**src/mfcb_pkg.sv**
```systemverilog
// constants for the motor fault configuration bank
//------------------------------------------------------------------------
// Overview of operation
// speed lock enable bit gates overspeed fault
// back-emf lock enable bit gates back-emf fault
// absent motor enable bit gates no-motor fault
// overspeed threshold 130 to 200 percent, 10 steps
// back-emf threshold 10 to 80 percent, 10 steps
// no-motor current threshold from eight-entry table
// current lock codes 0-3 latch with drive action
// codes 4-7 auto retry, latch past retry limit
// code 8 reports only, no driver action
// codes 9-15 disable current limit lock detection
// current lock deglitch 0 to 15 microseconds
// supply low limit, code 0 means none
// undervoltage either latches or clears in bounds
// supply high limit 20 to 35 volts
// overvoltage either latches or clears in bounds
// retry limit: unlimited, 2,3,5,7,10,15,20
// all fields read write, reset to zero
// field writes act on next evaluation
//------------------------------------------------------------------------
package mfcb_pkg;
	// register map, byte addresses
	localparam logic [7:0] ADDR_CFG = 8'h00;
	localparam logic [7:0] ADDR_STATUS = 8'h04;
	localparam logic [7:0] ADDR_MASK = 8'h08;
	localparam logic [7:0] ADDR_STATE = 8'h0C;
	localparam logic [7:0] ADDR_CTRL = 8'h10;
	localparam logic [31:0] CFG_RESET = 32'h0000_0000;
	localparam logic [6:0] STATUS_RESET = 7'h00;
	localparam logic [6:0] MASK_RESET = 7'h00;
	// configuration word field positions
	localparam int OVS_EN_BIT = 30;
	localparam int BEMF_EN_BIT = 29;
	localparam int NOMTR_EN_BIT = 28;
	localparam int OVS_THR_LSB = 25;
	localparam int BEMF_THR_LSB = 22;
	localparam int NOMTR_THR_LSB = 19;
	localparam int ILIM_RESP_LSB = 15;
	localparam int ILIM_FILT_LSB = 11;
	localparam int LOW_LIM_LSB = 8;
	localparam int LOW_REC_BIT = 7;
	localparam int HIGH_LIM_LSB = 4;
	localparam int HIGH_REC_BIT = 3;
	localparam int RETRY_LSB = 0;
	// status and mask bit positions
	localparam int ST_OVS = 0;
	localparam int ST_BEMF = 1;
	localparam int ST_NOMTR = 2;
	localparam int ST_ILIM = 3;
	localparam int ST_LOW = 4;
	localparam int ST_HIGH = 5;
	localparam int ST_LATCH = 6;
	localparam int CTRL_CLEAR_BIT = 0;
	// current limit response codes
	localparam logic [3:0] ILIM_AUTO_FIRST = 4'h4;
	localparam logic [3:0] ILIM_REPORT = 4'h8;
	// thresholds
	localparam logic [7:0] OVS_PCT_BASE = 8'h82;
	localparam logic [7:0] BEMF_PCT_BASE = 8'h0A;
	localparam logic [7:0] PCT_STEP = 8'h0A;
	localparam logic [7:0] PCT_SCALE = 8'h64;
	localparam logic [7:0][15:0] NOMTR_MA = {16'h03E8, 16'h02EE,
		16'h01F4, 16'h00FA, 16'h007D, 16'h0064, 16'h004B, 16'h0032};
	localparam logic [7:0][15:0] LOW_MV = {16'h30D4, 16'h2710,
		16'h1D4C, 16'h1770, 16'h157C, 16'h1388, 16'h1194, 16'h0000};
	localparam logic [7:0][15:0] HIGH_MV = {16'h88B8, 16'h7EF4,
		16'h7530, 16'h6B6C, 16'h61A8, 16'h57E4, 16'h4E20, 16'h0000};
	localparam logic [7:0][4:0] RETRY_MAX = {5'h14, 5'h0F, 5'h0A,
		5'h07, 5'h05, 5'h03, 5'h02, 5'h00};
	// timing
	localparam int CLK_PERIOD_NS = 8;
	localparam int US_NS = 1000;
	localparam int US_TICK_CYC = US_NS / CLK_PERIOD_NS;
	localparam int LOCK_RETRY_US = 1000;
	localparam int LOCK_RETRY_CYC = LOCK_RETRY_US * US_TICK_CYC;
endpackage : mfcb_pkg

```
**src/mfcb_sync3.sv**
```systemverilog
// three-stage pin synchroniser with agreement filter
`timescale 1ns/1ns
module mfcb_sync3 (
	// clock and reset
	input wire logic clk_i,
	input wire logic rst_i,
	// pin in, clean level out
	input wire logic pin_i,
	output logic level_o
);
	logic s1_reg;
	logic s2_reg;
	logic s3_reg;

	// change counts once stages two and three agree
	always_ff @(posedge clk_i or posedge rst_i) begin
		if (rst_i) begin
			s1_reg <= 1'b0;
			s2_reg <= 1'b0;
			s3_reg <= 1'b0;
			level_o <= 1'b0;
		end else begin
			s1_reg <= pin_i;
			s2_reg <= s1_reg;
			s3_reg <= s2_reg;
			if (s2_reg == s3_reg)
				level_o <= s3_reg;
		end
	end
endmodule : mfcb_sync3

```
**src/mfcb_bank.sv**
```systemverilog
// fault configuration word, detectors and wishbone slave
`timescale 1ns/1ns
module mfcb_bank #(
	parameter int RETRY_CYC = mfcb_pkg::LOCK_RETRY_CYC
) (
	// clock and reset
	input wire logic clk_i,
	input wire logic rst_i,
	// wishbone classic slave
	input wire logic wb_cyc_i,
	input wire logic wb_stb_i,
	input wire logic wb_we_i,
	input wire logic [7:0] wb_adr_i,
	input wire logic [3:0] wb_sel_i,
	input wire logic [31:0] wb_dat_i,
	output logic [31:0] wb_dat_o,
	output logic wb_ack_o,
	// measurements from the control loop
	input wire logic motor_run_i,
	input wire logic [15:0] speed_i,
	input wire logic [15:0] max_speed_i,
	input wire logic [15:0] bemf_i,
	input wire logic [15:0] bemf_expect_i,
	input wire logic [15:0] phase_current_ma_i,
	input wire logic [15:0] supply_mv_i,
	// comparator pin, asynchronous
	input wire logic ilimit_hit_i,
	// fault outputs
	output logic overspeed_lock_o,
	output logic backemf_lock_o,
	output logic absent_motor_lock_o,
	output logic supply_low_fault_o,
	output logic supply_high_fault_o,
	output logic driver_override_o,
	output logic [1:0] driver_action_o,
	output logic fault_indicator_pin_n_o,
	output logic irq_o
);
	typedef enum logic [1:0] {
		ILS_IDLE,
		ILS_RETRY,
		ILS_LATCHED
	} mfcb_ilim_state_e;

	//--------------------------------------------------------------------
	// bus decode
	//--------------------------------------------------------------------
	logic [31:0] cfg_reg;
	logic [6:0] status_reg;
	logic [6:0] mask_reg;
	logic [31:0] rdata_next;
	logic [31:0] state_word;
	logic [31:0] sel_mask;
	wire req = wb_cyc_i & wb_stb_i & ~wb_ack_o;
	wire wr = req & wb_we_i;
	wire hit_cfg = wb_adr_i == mfcb_pkg::ADDR_CFG;
	wire hit_status = wb_adr_i == mfcb_pkg::ADDR_STATUS;
	wire hit_mask = wb_adr_i == mfcb_pkg::ADDR_MASK;
	wire hit_state = wb_adr_i == mfcb_pkg::ADDR_STATE;
	wire hit_ctrl = wb_adr_i == mfcb_pkg::ADDR_CTRL;
	wire wr_cfg = wr & hit_cfg;
	wire wr_status = wr & hit_status;
	wire wr_mask = wr & hit_mask;
	wire clear_cmd = wr & hit_ctrl & wb_sel_i[0]
		& wb_dat_i[mfcb_pkg::CTRL_CLEAR_BIT];
	assign sel_mask = {{8{wb_sel_i[3]}}, {8{wb_sel_i[2]}},
		{8{wb_sel_i[1]}}, {8{wb_sel_i[0]}}};
	wire [31:0] cfg_next = (cfg_reg & ~sel_mask) | (wb_dat_i & sel_mask);
	wire [6:0] wmask = wb_dat_i[6:0] & {7{wb_sel_i[0]}};
	// unmapped addresses and the clear register read as zero
	assign rdata_next = hit_cfg ? cfg_reg :
		hit_status ? {25'h0, status_reg} :
		hit_mask ? {25'h0, mask_reg} :
		hit_state ? state_word : 32'h0000_0000;

	//--------------------------------------------------------------------
	// configuration fields
	//--------------------------------------------------------------------
	wire ovs_en = cfg_reg[mfcb_pkg::OVS_EN_BIT];
	wire bemf_en = cfg_reg[mfcb_pkg::BEMF_EN_BIT];
	wire nomtr_en = cfg_reg[mfcb_pkg::NOMTR_EN_BIT];
	wire [2:0] ovs_code = cfg_reg[mfcb_pkg::OVS_THR_LSB +: 3];
	wire [2:0] bemf_code = cfg_reg[mfcb_pkg::BEMF_THR_LSB +: 3];
	wire [2:0] nomtr_code = cfg_reg[mfcb_pkg::NOMTR_THR_LSB +: 3];
	wire [3:0] ilim_resp = cfg_reg[mfcb_pkg::ILIM_RESP_LSB +: 4];
	wire [3:0] filt_code = cfg_reg[mfcb_pkg::ILIM_FILT_LSB +: 4];
	wire [2:0] low_code = cfg_reg[mfcb_pkg::LOW_LIM_LSB +: 3];
	wire low_auto = cfg_reg[mfcb_pkg::LOW_REC_BIT];
	wire [2:0] high_code = cfg_reg[mfcb_pkg::HIGH_LIM_LSB +: 3];
	wire high_auto = cfg_reg[mfcb_pkg::HIGH_REC_BIT];
	wire [2:0] retry_code = cfg_reg[mfcb_pkg::RETRY_LSB +: 3];

	//--------------------------------------------------------------------
	// threshold compares, all live on the stored word
	//--------------------------------------------------------------------
	wire [7:0] ovs_pct = mfcb_pkg::OVS_PCT_BASE
		+ 8'(ovs_code) * mfcb_pkg::PCT_STEP;
	wire [7:0] bemf_pct = mfcb_pkg::BEMF_PCT_BASE
		+ 8'(bemf_code) * mfcb_pkg::PCT_STEP;
	// scaled by 100 on both sides to avoid a divider
	wire [23:0] speed_x100 = 24'(speed_i) * 24'(mfcb_pkg::PCT_SCALE);
	wire [23:0] speed_lim = 24'(max_speed_i) * 24'(ovs_pct);
	wire [23:0] bemf_x100 = 24'(bemf_i) * 24'(mfcb_pkg::PCT_SCALE);
	wire [23:0] bemf_lim = 24'(bemf_expect_i) * 24'(bemf_pct);
	wire ovs_cond = ovs_en & motor_run_i & (speed_x100 > speed_lim);
	wire bemf_cond = bemf_en & motor_run_i & (bemf_x100 < bemf_lim);
	wire nomtr_cond = nomtr_en & motor_run_i
		& (phase_current_ma_i < mfcb_pkg::NOMTR_MA[nomtr_code]);
	wire low_cond = (low_code != 3'h0)
		& (supply_mv_i < mfcb_pkg::LOW_MV[low_code]);
	wire high_cond = (high_code != 3'h0)
		& (supply_mv_i > mfcb_pkg::HIGH_MV[high_code]);

	//--------------------------------------------------------------------
	// microsecond tick and current limit deglitch
	//--------------------------------------------------------------------
	logic [7:0] div_reg;
	logic [3:0] filt_reg;
	logic ilim_lvl;
	logic ilim_det_q;
	wire us_tick = div_reg == 8'(mfcb_pkg::US_TICK_CYC - 1);
	wire ilim_on = ilim_resp <= mfcb_pkg::ILIM_REPORT;
	wire ilim_det = ilim_on & ilim_lvl & (filt_reg >= filt_code);
	wire ilim_pulse = ilim_det & ~ilim_det_q;

	mfcb_sync3 i_mfcb_sync3 (
		.clk_i(clk_i),
		.rst_i(rst_i),
		.pin_i(ilimit_hit_i),
		.level_o(ilim_lvl)
	);

	always_ff @(posedge clk_i or posedge rst_i) begin
		if (rst_i) begin
			div_reg <= 8'h00;
			filt_reg <= 4'h0;
			ilim_det_q <= 1'b0;
		end else begin
			div_reg <= us_tick ? 8'h00 : div_reg + 8'h01;
			ilim_det_q <= ilim_det;
			if (!ilim_lvl)
				filt_reg <= 4'h0;
			else if (us_tick && filt_reg < filt_code)
				filt_reg <= filt_reg + 4'h1;
		end
	end

	//--------------------------------------------------------------------
	// current limit lock response
	//--------------------------------------------------------------------
	mfcb_ilim_state_e ils_reg;
	mfcb_ilim_state_e ils_next;
	logic [4:0] retry_cnt_reg;
	logic [31:0] retry_tmr_reg;
	logic [1:0] action_reg;
	wire [4:0] retry_lim = mfcb_pkg::RETRY_MAX[retry_code];
	wire retry_spent = (retry_code != 3'h0) & (retry_cnt_reg >= retry_lim);
	wire resp_latch = ilim_resp < mfcb_pkg::ILIM_AUTO_FIRST;
	wire resp_auto = ~resp_latch & (ilim_resp < mfcb_pkg::ILIM_REPORT);
	wire tmr_done = retry_tmr_reg == 32'(RETRY_CYC - 1);
	wire take = (ils_reg == ILS_IDLE) & ilim_pulse;

	always_comb begin
		ils_next = ils_reg;
		unique case (ils_reg)
			ILS_IDLE: begin
				if (take && resp_latch)
					ils_next = ILS_LATCHED;
				else if (take && resp_auto)
					ils_next = retry_spent ? ILS_LATCHED : ILS_RETRY;
			end
			ILS_RETRY: begin
				if (tmr_done)
					ils_next = ILS_IDLE;
			end
			ILS_LATCHED: begin
				if (clear_cmd)
					ils_next = ILS_IDLE;
			end
			default: ils_next = ILS_IDLE;
		endcase
	end

	// counter resets only on reset or a software clear, so it spans attempts
	always_ff @(posedge clk_i or posedge rst_i) begin
		if (rst_i) begin
			ils_reg <= ILS_IDLE;
			action_reg <= 2'h0;
			retry_cnt_reg <= 5'h00;
			retry_tmr_reg <= 32'h0000_0000;
		end else begin
			ils_reg <= ils_next;
			if (take && (resp_latch || resp_auto))
				action_reg <= ilim_resp[1:0];
			if (clear_cmd)
				retry_cnt_reg <= 5'h00;
			else if (take && resp_auto && !retry_spent
				&& retry_cnt_reg != 5'h1F)
				retry_cnt_reg <= retry_cnt_reg + 5'h01;
			if (ils_reg == ILS_RETRY && !tmr_done)
				retry_tmr_reg <= retry_tmr_reg + 32'h0000_0001;
			else
				retry_tmr_reg <= 32'h0000_0000;
		end
	end

	// report-only code never reaches the driver
	assign driver_override_o = ils_reg != ILS_IDLE;
	assign driver_action_o = action_reg;

	//--------------------------------------------------------------------
	// fault levels
	//--------------------------------------------------------------------
	logic low_reg;
	logic high_reg;
	logic ovs_reg;
	logic bemf_reg;
	logic nomtr_reg;

	// a standing fault survives the clear, the set has priority over it
	always_ff @(posedge clk_i or posedge rst_i) begin
		if (rst_i) begin
			low_reg <= 1'b0;
			high_reg <= 1'b0;
			ovs_reg <= 1'b0;
			bemf_reg <= 1'b0;
			nomtr_reg <= 1'b0;
		end else begin
			ovs_reg <= ovs_cond;
			bemf_reg <= bemf_cond;
			nomtr_reg <= nomtr_cond;
			if (low_cond)
				low_reg <= 1'b1;
			else if (low_auto || clear_cmd)
				low_reg <= 1'b0;
			if (high_cond)
				high_reg <= 1'b1;
			else if (high_auto || clear_cmd)
				high_reg <= 1'b0;
		end
	end

	assign overspeed_lock_o = ovs_reg;
	assign backemf_lock_o = bemf_reg;
	assign absent_motor_lock_o = nomtr_reg;
	assign supply_low_fault_o = low_reg;
	assign supply_high_fault_o = high_reg;

	logic pin_n_reg;
	wire any_fault = ovs_reg | bemf_reg | nomtr_reg | low_reg | high_reg
		| ilim_det | driver_override_o;
	assign fault_indicator_pin_n_o = pin_n_reg;

	//--------------------------------------------------------------------
	// interrupt status
	//--------------------------------------------------------------------
	logic [6:0] lvl_q;
	wire [6:0] lvl_now = {ils_reg == ILS_LATCHED, high_reg, low_reg,
		ilim_det, nomtr_reg, bemf_reg, ovs_reg};
	wire [6:0] events = lvl_now & ~lvl_q;
	wire [6:0] w1c = wr_status ? wmask : 7'h00;
	// set wins over a clear in the same cycle
	wire [6:0] status_next = events | (status_reg & ~w1c);
	assign irq_o = |(status_reg & mask_reg);
	assign state_word = {11'h000, retry_cnt_reg, 6'h00, 2'(ils_reg),
		1'b0, lvl_now};

	//--------------------------------------------------------------------
	// registers and bus answer
	//--------------------------------------------------------------------
	always_ff @(posedge clk_i or posedge rst_i) begin
		if (rst_i) begin
			cfg_reg <= mfcb_pkg::CFG_RESET;
			status_reg <= mfcb_pkg::STATUS_RESET;
			mask_reg <= mfcb_pkg::MASK_RESET;
			lvl_q <= 7'h00;
			pin_n_reg <= 1'b1;
			wb_ack_o <= 1'b0;
			wb_dat_o <= 32'h0000_0000;
		end else begin
			if (wr_cfg)
				cfg_reg <= cfg_next;
			if (wr_mask && wb_sel_i[0])
				mask_reg <= wb_dat_i[6:0];
			status_reg <= status_next;
			lvl_q <= lvl_now;
			pin_n_reg <= ~any_fault;
			wb_ack_o <= req;
			if (req && !wb_we_i)
				wb_dat_o <= rdata_next;
		end
	end

	//--------------------------------------------------------------------
	// checks
	//--------------------------------------------------------------------
	AST_OVS_GATED: assert property (@(posedge clk_i) disable iff (rst_i)
		!ovs_en |=> !overspeed_lock_o)
		else $error("overspeed lock while disabled");
	AST_BEMF_GATED: assert property (@(posedge clk_i) disable iff (rst_i)
		!bemf_en |=> !backemf_lock_o)
		else $error("back-emf lock while disabled");
	AST_NOMTR_GATED: assert property (@(posedge clk_i) disable iff (rst_i)
		!nomtr_en |=> !absent_motor_lock_o)
		else $error("absent motor lock while disabled");
	AST_OVS_THR: assert property (@(posedge clk_i) disable iff (rst_i)
		ovs_en && motor_run_i && ovs_code == 3'h7
		&& 24'(speed_i) * 24'h64 > 24'(max_speed_i) * 24'hC8
		|=> overspeed_lock_o)
		else $error("overspeed above 200 percent missed");
	AST_ILIM_LATCH: assert property (@(posedge clk_i) disable iff (rst_i)
		take && ilim_resp < 4'h4 |=> ils_reg == ILS_LATCHED
		&& driver_action_o == $past(ilim_resp[1:0]))
		else $error("current lock did not latch");
	AST_RETRY_BACK: assert property (@(posedge clk_i) disable iff (rst_i)
		$rose(ils_reg == ILS_RETRY) |-> driver_override_o [*2])
		else $error("retry dropped drive action early");
	AST_RETRY_LIMIT: assert property (@(posedge clk_i) disable iff (rst_i)
		take && resp_auto && retry_code == 3'h1 && retry_cnt_reg == 5'h02
		|=> ils_reg == ILS_LATCHED)
		else $error("retry limit exceeded without latch");
	AST_REPORT_ONLY: assert property (@(posedge clk_i) disable iff (rst_i)
		take && ilim_resp == 4'h8 |=> !driver_override_o
		&& status_reg[mfcb_pkg::ST_ILIM])
		else $error("report-only code acted on driver");
	AST_ILIM_OFF: assert property (@(posedge clk_i) disable iff (rst_i)
		ilim_resp > 4'h8 |-> !ilim_det)
		else $error("disabled current lock detected");
	AST_FILTER: assert property (@(posedge clk_i) disable iff (rst_i)
		ilim_det && filt_code != 4'h0 |-> $past(ilim_lvl))
		else $error("current lock accepted before deglitch");
	AST_LOW_LATCH: assert property (@(posedge clk_i) disable iff (rst_i)
		low_reg && !low_auto && !clear_cmd |=> low_reg)
		else $error("latched undervoltage cleared itself");
	AST_HIGH_AUTO: assert property (@(posedge clk_i) disable iff (rst_i)
		high_reg && high_auto && !high_cond |=> !high_reg)
		else $error("overvoltage did not self clear");
	AST_CFG_RESET: assert property (@(posedge clk_i) disable iff (rst_i)
		$past(rst_i) |-> cfg_reg == 32'h0000_0000)
		else $error("configuration not zero after reset");
	AST_CFG_WRITE: assert property (@(posedge clk_i) disable iff (rst_i)
		wr_cfg && wb_sel_i == 4'hF |=> cfg_reg == $past(wb_dat_i))
		else $error("configuration write not applied");
endmodule : mfcb_bank

```
**config.mk**
```make
export PLATFORM = sky130hd
export DESIGN_NAME = mfcb_bank
export DESIGN_NICKNAME = d
export VERILOG_FILES = /design/src/mfcb_pkg.sv /design/src/mfcb_sync3.sv /design/src/mfcb_bank.sv
export SDC_FILE = /design/constraint.sdc
export NUM_CORES = 1
export LEC_CHECK = 0
export ABC_AREA = 1
export BUFFER_PORTS_ARGS = -buffer_cell sky130_fd_sc_hd__buf_2
export CAP_MARGIN = 25
export CORE_ASPECT_RATIO = 1.2
export CORE_MARGIN = 2
export CORE_UTILIZATION = 50
export DETAILED_ROUTE_END_ITERATION = 10
export PLACE_DENSITY = 0.68
export SYNTH_ARGS = -nofsm -noshare
export SYNTH_HDL_FRONTEND = slang
export SYNTH_SLANG_ARGS = --single-unit
```
**constraint.sdc**
```tcl
create_clock -name clk_i -period 10.9 [get_ports clk_i]
set_input_delay 0.545 -clock clk_i [delete_from_list [all_inputs] [get_ports clk_i]]
set_output_delay 0.545 -clock clk_i [all_outputs]
set_load 0.02 [all_outputs]
```
==> results.md, run 1 <==
- Startpoint Class: flop
- CP Capture Type: flop
- CP required: 11.26 ns
- Share of the synthesized area in the top cell type: between 20 and 25%
- Syn. warnings: 0
- HP Class: in -> reg
- DRT Pass-1 Iters: 5
- # fillers: approximately 4000
- Synth Area in Compound Gates: 9.45%
- RSZ-0062 raised after global routing: no
- Clock power frac: 24.3%
- Max frequency: between 100 and 150 MHz
- Core area: between 30000 and 40000 sq um
- Setup WS pre-CTS: approximately 3.3 ns
- Total power: roughly 2.3 mW
- Area of the multi-input gates: approximately 14000 sq um
- Port bufs: 189
- Synth Area per Inst: between 7 and 8 sq um
- Distinct cells, synth: 53
- Clk_lat worst skew: between 0.4 and 0.5 ns
- Slowest cell on crit path: nor2_1
- Total negative slack: 0 ns
- Adder-Cell Fraction of Synth Area: 36.2%
- Share of layout cells above drive strength 1: under 10%
- Final Max Slew Viols: 0
- Critical-path maximum fanout: 18
- CTS clock-pin slew for the worst setup and hold paths: about 0.060 ns
- Number of global-route vias before repair: 18100
- Synth Cell Area: around 20000 sq um
- Vias post-DR: approximately 18000
- Switching power: 0.966 mW
- Post-synth top area cell: ha_1
- Initial Util: about half
- Final nets: around 3500
- Status: finished, final reports clean
- Syn nets: ~3300
- Final setup vio count: 0
- Wire length per cell: 15.6 um
- Site Rows: 80
- Drt drc: 0
- Asr flop ratio synth: 100%
- Slowest stage delay, CP: 0.77 ns
- Setup CP Type: reg -> reg
- Max-capacitance violation count: 0
- Final cell count without fillers: between 3000 and 4000
- Sw frac: 42.0%
- Final instance area: ~22000 sq um
- Total GRT Usage: about a quarter
- DRT Wirelength: between 50000 and 60000 um
- Main combinational cell family by area after synthesis: adder cells
- Die ar.: between 40000 and 50000 sq um
- Inst Count DP: roughly 3300
- Synth Area in XOR/XNOR: 4.03%
- CTS H-tree depth: 4
- Setup Buffers After CTS: 0
- Die height: approximately 220 um
- Final WS setup: 3.10 ns
- I/O pin count: 190
- Clk sink count: 149
- Routability congestion estimate: 0.930
- Vias/cell: 5.23
- Post-cts sizing count: 0
- Pwr dens: 103 nW/um^2
- Area occupied by registers: ~3700 sq um
- ANT nets after route: 0
- Sequential Power Share: between 20% and 30%
- Period utilization: 71.5%
- Area growth syn-to-layout: 10.1%
- Layout Skew: about 0.013 ns
- Clock root cell: clkbuf_16
- # hold bufs at CTS: 0
- Global-route wire length before repair: 88100 um
- Post-synthesis sequential area ratio: a little under a fifth
- Final Hold Slack: approximately 0.22 ns
- Main synth FF type: dfrtp_1
- Worst rel slew slack: approximately 33%
- Critical Path Most Common Cell: nand2_1
- DPL Wire Length: approximately 45000 um
- Top post-synthesis cells by area: ha_1 20%, dfrtp_1 18%, fa_1 16%
- Comb power frac: between 50 and 60%
- Clock Path Buffers: 2
- DRT iter0 DRCs: 1009
- Final hold violation count: 0
- Least-Margin Pin Slew: between 0.9 and 1 ns
- Largest net degree at the start of global routing: 88
- Utilization after layout: between 50% and 60%
- # diodes: 0
- CTS Buf Count: 17
- Die Wd: 187 um
- Post-synthesis instance total: roughly 2700
- Commonest non-fill, non-tap cell in the layout: inv_1
- Initial antenna violation count: 1
- Crit path arrival time: roughly 8 ns
- Commonest non-fill, non-tap cells in the layout: 601 x inv_1, 432 x nand2_1, 324 x ha_1
- Cell-internal power: 1.33 mW
- Number of synthesized register bits: about 150
- Grt ovf: 0
- Post-synthesis mux area share: less than 1%
- Area after DPL: around 22000 sq um
- TritonCTS clock tree: built
- Leakage: 12.3 nW
- Fin crit period: between 7 and 8 ns
- Simple-Gate Fraction of Synth Area: a little under 20%
- Post-synth EDFFs: 0
- Peak supply drop: roughly 81 uV
## worst paths after layout
| path | cells past startpoint | slack, ns | to | from |
|---|---|---|---|---|
| max | 30 | 3.10 | overspeed_lock_o$_DFF_PP0_ | flop |
| min | 1 | 0.22 | i_mfcb_sync3.s1_reg$_DFF_PP0_ | ilimit_hit_i |
| max reg2reg | 30 | 3.10 | overspeed_lock_o$_DFF_PP0_ | flop |
| min reg2reg | 0 | 0.35 | i_mfcb_sync3.s2_reg$_DFF_PP0_ | i_mfcb_sync3.s1_reg$_DFF_PP0_ |
| max in group asynchronous | 3 | 9.29 | mask_reg[5]$_DFFE_PP0P_ | rst_i |
| min in group asynchronous | 2 | 0.26 | wb_dat_o[21]$_DFFE_PP0P_ | rst_i |
## layer usage
layer / vias up / share of wire (%) / global-route usage, % / routed length, um
li1: 8685 / - / - / -
met1: 8374 / 43 / 33.0 / 22600
met2: 492 / 50 / 46.1 / 26400
met3: 84 / 4.7 / 2.71 / 2480
met4: 2 / 2.5 / 7.39 / 1300
met5: - / 0.030 / 0 / 16
## logic make-up (layout without fill, tap and decap cells)
group / after synthesis / count (layout)
AND/OR/NAND/NOR: 941 / 941
multiplexers: 1 / 1
buffers and inverters: 640 / 831
flip-flops: 149 / 149
AO/OA/AOI/OAI: 340 / 340
adder cells (fa/ha/maj): 487 / 487
XOR/XNOR: 93 / 93
## power groups by stage
stage               Clock [mW]  Combinational [mW]  Sequential, mW
finish                   0.558                1.17           0.574
CTS                      0.572                1.17           0.574
global route             0.591                1.34           0.575
floorplan                    0               0.850           0.585
global placement             0                1.13           0.584
detailed placement           0                1.16           0.584
## critical path: cells and delay by family (launching register included)
family	cells	cell delay, ns
adders and majority gates	9	3.51
and+or+nand+nor	14	2.13
AOI/OAI and AO/OA	4	0.91
DFF	1	0.63
buffers and inverters	2	0.37
xor gates and xnor gates	1	0.17
## synthesized netlist by cell type, types with 2 or more instances
cell type  instances
nor3_1            38
dfrtp_1          148
xor2_1            57
nor2_4             2
o21ai_1            4
a21boi_0           5
fa_1             162
buf_2              7
a21o_1             7
nand4_1           33
nor2_2             5
or2_2              8
nor4_1            23
nand3b_1           2
o21ai_0          111
inv_2              2
inv_1            602
ha_1             324
nor2_8             2
nand2_1          432
o2111ai_1          2
o221ai_1           9
o21a_1             4
a221oi_1           2
o211ai_1           9
a21oi_1          148
clkbuf_1          21
o22ai_1            4
xnor2_1           36
buf_6              5
o21bai_1          10
and2_1             3
nand2_4            5
o31ai_1           13
nor2_1           310
and3_1             2
a31oi_1            5
a211oi_1           4
nand3_1           71
## cell type report
type,count,area share [%]
multi-input cells,1862,63.0
flip-flops and latches,149,16.8
inverters,606,10.3
repair buffers,193,4.48
well taps,533,3.00
clock buffers,20,2.01
clock inverters,12,0.478
Note: power is estimated with default switching activity, not from simulation.
==> run 2: changes to the inputs <==
==> constraint.sdc (replaced) <==
create_clock -name clk_i -period 7.95 [get_ports clk_i]
set_input_delay 0.3975 -clock clk_i [delete_from_list [all_inputs] [get_ports clk_i]]
set_output_delay 0.3975 -clock clk_i [all_outputs]
set_load 0.02 [all_outputs]
==> run 2 against run 1 <==
Non-clock buffer count is 3 higher. Die area did not move. Via count is 0.65% higher. Count of clock-buffer cells in the layout is 2 lower. Final cell count increased by 0.12%. Largest cell class unchanged. Largest power group unchanged. Utilization increased by 0.19 points. Routed wire length fell by 0.99%. Total power up 40%. Register-to-register slack worse by 2.4 ns. Maximum frequency grew 7.3%. Hold slack got worse by 0.15 ns. Global-route usage decreased by 0.54 points.
==> results.md, run 2 (synthesis gave the netlist of run 1 again) <==
- Vias post-DR: 17800
- Final setup vio count: 0
- Total power: around 3.2 mW
- # hold bufs at CTS: 0
- Clk sink count: 149
- Port bufs: 189
- RSZ-0062 raised after global routing: no
- Drt drc: 0
- Setup CP Type: reg -> reg
- Final Max Slew Viols: 0
- Total negative slack: 0 ns
- CTS Buf Count: 17
- Comb power frac: between 40 and 50%
- Vias/cell: roughly 5.3
- Final nets: 3465
- Slowest stage delay, CP: a little over 0.6 ns
- Worst rel slew slack: 43.2%
- Leakage: between 10 and 15 nW
- Commonest non-fill, non-tap cells in the layout: 601 x inv_1, 432 x nand2_1, 324 x ha_1
- Crit path arrival time: 7.64 ns
- TritonCTS clock tree: built
- ANT nets after route: 0
- Routability congestion estimate: ~0.95
- Post-cts sizing count: 0
- Sw frac: between 40 and 50%
- Clk_lat worst skew: around 0.44 ns
- DRT iter0 DRCs: approximately 1100
- Die ar.: 42000 sq um
- Number of global-route vias before repair: roughly 18000
- Core area: 39800 sq um
- Peak supply drop: between 100 and 150 uV
- Switching power: approximately 1.3 mW
- Final hold violation count: 0
- CTS clock-pin slew for the worst setup and hold paths: about 0.07 ns
- Sequential Power Share: between 20% and 30%
- Max-capacitance violation count: 0
- CP Capture Type: flop
- HP Class: in -> reg
- DRT Wirelength: between 50000 and 60000 um
- Pwr dens: approximately 140 nW/um^2
- Delay-heaviest family, CP: adder cells
- Total GRT Usage: between 20% and 30%
- CTS H-tree depth: 4
- I/O pin count: 190
- Commonest non-fill, non-tap cell in the layout: inv_1
- Initial Util: roughly 51%
- Slowest cell on crit path: dfrtp_1
- Initial antenna violation count: 2
- Largest net degree at the start of global routing: 85
- Fin crit period: about 7.3 ns
- Startpoint Class: flop
- Area growth syn-to-layout: 10.5%
- Critical-path maximum fanout: 18
- Critical path buffer and inverter count: 3
- CP required: roughly 8.3 ns
- Layout Skew: about 0.0097 ns
- Utilization after layout: roughly 56%
- DRT Pass-1 Iters: 6
- Die Wd: between 150 and 200 um
- DPL Wire Length: around 45000 um
- Share of layout cells above drive strength 1: 9.14%
- Reg-to-reg slack, setup: ~0.7 ns
- Clock power frac: between 20% and 30%
- Die height: ~220 um
- Grt ovf: 0
- Period utilization: between 90% and 100%
- Wire length per cell: 15.5 um
- Cell-internal power: about 1.9 mW
- Setup Buffers After CTS: 0
- Site Rows: 80
- # fillers: approximately 3900
- Clock Path Buffers: 2
- Clock root cell: clkbuf_16
- Max frequency: 138 MHz
- Least-Margin Pin Slew: about 0.85 ns
- Critical Path Most Common Cell: nand2_1
- Global-route wire length before repair: roughly 86000 um
- Status: finished, final reports clean
==> run 2: metal layers <==
layer	part of all wire, %	wire length [um]	up-vias	global-route usage [%]
met3	5.2	2690	59	3.35
met4	1.9	1000	2	6.30
li1	-	-	8693	-
met1	43	22200	8505	31.8
met2	50	26300	493	45.7
met5	0.025	13	-	0
==> run 2: area by class of cell <==
type	count	area, sq um	share of cell area (%)
multi-input cells	1862	14000	62.8
clock inverters	14	176	0.790
inverters	606	2280	10.2
well taps	533	667	2.99
clock buffers	18	429	1.92
repair buffers	196	1020	4.56
diodes	1	2.50	0.0112
flip-flops and latches	149	3730	16.7
==> run 2: stage by stage <==
step	instance area, sq um	setup WS, ns	hold WS, ns	std cells
after floorplan	20200	1.65	0.331	2651
after global placement	21700	0.944	0.340	3345
after detailed placement	21700	0.794	0.344	3346
after CTS	22300	0.770	0.0476	3378
after global routing	22300	0.0852	0.0559	3379
final	22300	0.683	0.0703	3379
==> run 2: path summary, 6_finish.rpt <==
path                                                     from                       endpoint  cells past startpoint
worst min-delay path                             ilimit_hit_i  i_mfcb_sync3.s1_reg$_DFF_PP0_                      1
worst max register to register                           flop     overspeed_lock_o$_DFF_PP0_                     31
max in group asynchronous                               rst_i        wb_dat_o[3]$_DFFE_PP0P_                      3
worst min register to register  i_mfcb_sync3.s1_reg$_DFF_PP0_  i_mfcb_sync3.s2_reg$_DFF_PP0_                      0
worst max-delay path                                     flop     overspeed_lock_o$_DFF_PP0_                     31
min in group asynchronous                               rst_i       wb_dat_o[21]$_DFFE_PP0P_                      2
==> run 2: power by group through the flow <==
stage | combinational [mW] | sequential (mW) | clock [mW]
after floorplan | 1.17 | 0.802 | 0
after global placement | 1.55 | 0.801 | 0
after detailed placement | 1.58 | 0.802 | 0
after CTS | 1.60 | 0.788 | 0.848
after global routing | 1.83 | 0.788 | 0.880
final | 1.59 | 0.787 | 0.833
==> run 2: worst reg2reg max path, delay by kind of cell, from the launching register on <==
family                   cells  cell delay (ns)
AO/OA/AOI/OAI                5             1.06
AND/OR/NAND/NOR             13             1.45
buffers and inverters        3             0.34
XOR/XNOR                     1             0.17
adder cells (fa/ha/maj)      9             3.57
flip-flops                   1             0.61
==> run 3: changes to the inputs <==
--- a/config.mk
+++ b/config.mk
@@ -6,13 +6,16 @@
 export NUM_CORES = 1
 export LEC_CHECK = 0
 export ABC_AREA = 1
+export ABC_CLOCK_PERIOD_IN_PS = 7950
 export BUFFER_PORTS_ARGS = -buffer_cell sky130_fd_sc_hd__buf_2
 export CAP_MARGIN = 25
 export CORE_ASPECT_RATIO = 1.2
 export CORE_MARGIN = 2
 export CORE_UTILIZATION = 50
 export DETAILED_ROUTE_END_ITERATION = 10
+export GPL_TIMING_DRIVEN = 0
 export PLACE_DENSITY = 0.68
+export RECOVER_POWER = 25
 export SYNTH_ARGS = -nofsm -noshare
 export SYNTH_HDL_FRONTEND = slang
 export SYNTH_SLANG_ARGS = --single-unit
==> run 3 against run 2 <==
Hold slack better by 0.023 ns. Die area stayed put. Count of clock-buffer cells in the layout up 2. The flow now finishes with violations (max-capacitance violations, max-slew violations). Total power up 0.19%. Maximum frequency decreased by 1.7%. Design area is 0.63% higher. Sequential power about the same. Final cell count is 0.83% higher. Clock skew increased by 0.0028 ns. First-iteration DRC count decreased by 3.1%.
==> results.md, run 3 (synthesis gave the netlist of run 1 again) <==
- HP Class: in -> reg
- Failing checks: max-capacitance violations, max-slew violations
- Routability congestion estimate: between 0.9 and 1
- Die Wd: 187 um
- Wire length per cell: between 15 and 20 um
- Area growth syn-to-layout: 11.2%
- Die ar.: about 42000 sq um
- Max frequency: approximately 140 MHz
- Slowest stage delay, CP: 0.57 ns
- Total negative slack: 0 ns
- Commonest non-fill, non-tap cell in the layout: inv_1
- Initial antenna violation count: 2
- DRT iter0 DRCs: between 1000 and 1500
- Startpoint Class: flop
- Critical Path Most Common Cell: nand2_1
- DPL Wire Length: around 45000 um
- Global-route wire length before repair: about 87000 um
- Commonest non-fill, non-tap cells in the layout: 601 x inv_1, 432 x nand2_1, 324 x ha_1
- Pwr dens: around 140 nW/um^2
- Share of layout cells above drive strength 1: a little under a tenth
- Vias/cell: 5.23
- Clock power frac: a little over a quarter
- Post-cts sizing count: 0
- Final setup vio count: 0
- Period utilization: between 90 and 100%
- Sequential Power Share: 24.5%
- Least-Margin Pin Slew: 3.83 ns
- Setup Buffers After CTS: 0
- Sw frac: around 40%
- Final Max Slew Viols: between 80 and 90
- Core area: 39800 sq um
- Max-capacitance violation count: 1
- Peak supply drop: roughly 120 uV
- DRT Pass-1 Iters: 5
- Site Rows: 80
- Fin crit period: ~7.4 ns
- Status: finished with violations
- CP Capture Type: flop
- Leakage: between 10 and 15 nW
- TritonCTS clock tree: built
- Setup CP Type: reg -> reg
- RSZ-0062 raised after global routing: no
- Critical-path maximum fanout: 10
- CP required: 8.32 ns
- Drt drc: 0
- Initial Util: 50.7%
- CTS clock-pin slew for the worst setup and hold paths: 0.06 ns
- Crit path arrival time: 7.76 ns
- DRT Wirelength: approximately 53000 um
- Utilization after layout: roughly 56%
- Worst rel slew slack: -157%
- Switching power: approximately 1.3 mW
- Clk sink count: roughly 150
- Vias post-DR: 17800
- Total GRT Usage: 25.6%
- CTS H-tree depth: 4
- Final nets: ~3500
- ANT nets after route: 0
- # hold bufs at CTS: 0
- CTS Buf Count: 17
- Grt ovf: 0
- Final hold violation count: 0
- Largest net degree at the start of global routing: 85
- Cell-internal power: just under 2 mW
- Port bufs: roughly 190
- Number of global-route vias before repair: 18000
- Die height: around 220 um
- Clock root cell: clkbuf_16
- Layout Skew: approximately 0.012 ns
- I/O pin count: 190
- Clk_lat worst skew: around 0.43 ns
- Clock Path Buffers: 2
- Comb power frac: between 40% and 50%
- Slowest cell on crit path: fa_1
==> run 3: worst max-delay path, delay by kind of cell (launching register included) <==
family	cells	cell delay, ns
AO/OA/AOI/OAI	4	0.90
buffers and inverters	3	0.59
XOR/XNOR	1	0.18
adder cells (fa/ha/maj)	9	3.49
AND/OR/NAND/NOR	14	1.74
flip-flops	1	0.41
==> run 3: per-layer routing <==
metal | vias to the layer above | routed length (um) | GRT usage (%)
li1 | 8765 | - | -
met1 | 8438 | 22100 | 31.5
met2 | 498 | 26100 | 46.2
met3 | 99 | 2550 | 3.02
met4 | 2 | 1740 | 8.99
met5 | - | 13 | 0
==> run 3: through the flow <==
stage	area [sq um]	power [mW]	instances	setup slack (ns)	hold WS, ns
final	22500	3.22	3407	0.555	0.0932
after global routing	22500	3.53	3407	0.0552	0.0898
after global placement	21800	2.32	3373	0.741	0.340
after CTS	22500	3.24	3406	0.576	0.0779
after detailed placement	21800	2.37	3374	0.614	0.343
after floorplan	20200	1.97	2651	1.65	0.331
==> run 3: final cells by class <==
cell class	count	area (sq um)
Antenna cell	1	2.50
Buffer	34	175
Clock buffer	20	447
Clock inverter	12	179
Fill cell	3860	17400
Inverter	606	2280
Multi-Input combinational cell	1862	14000
Sequential cell	149	3730
Tap cell	533	667
Timing Repair Buffer	190	971
==> run 3: power groups by stage <==
stage | registers, mW | logic (mW) | clock network (mW)
after floorplan | 0.802 | 1.17 | 0
after global placement | 0.800 | 1.52 | 0
after detailed placement | 0.802 | 1.57 | 0
after CTS | 0.788 | 1.58 | 0.869
after global routing | 0.788 | 1.84 | 0.902
final | 0.787 | 1.57 | 0.859
==> run 3: path summary, 6_finish.rpt <==
path	slack, ns	start	end	cells past startpoint
setup / recovery	0.56	flop	overspeed_lock_o$_DFF_PP0_	31
hold reg to reg	0.35	i_mfcb_sync3.s1_reg$_DFF_PP0_	i_mfcb_sync3.s2_reg$_DFF_PP0_	0
setup reg to reg	0.56	flop	overspeed_lock_o$_DFF_PP0_	31
min in group asynchronous	1.10	rst_i	wb_dat_o[21]$_DFFE_PP0P_	2
hold / removal	0.09	ilimit_hit_i	i_mfcb_sync3.s1_reg$_DFF_PP0_	1
max in group asynchronous	5.17	rst_i	retry_tmr_reg[6]$_DFF_PP0_	2
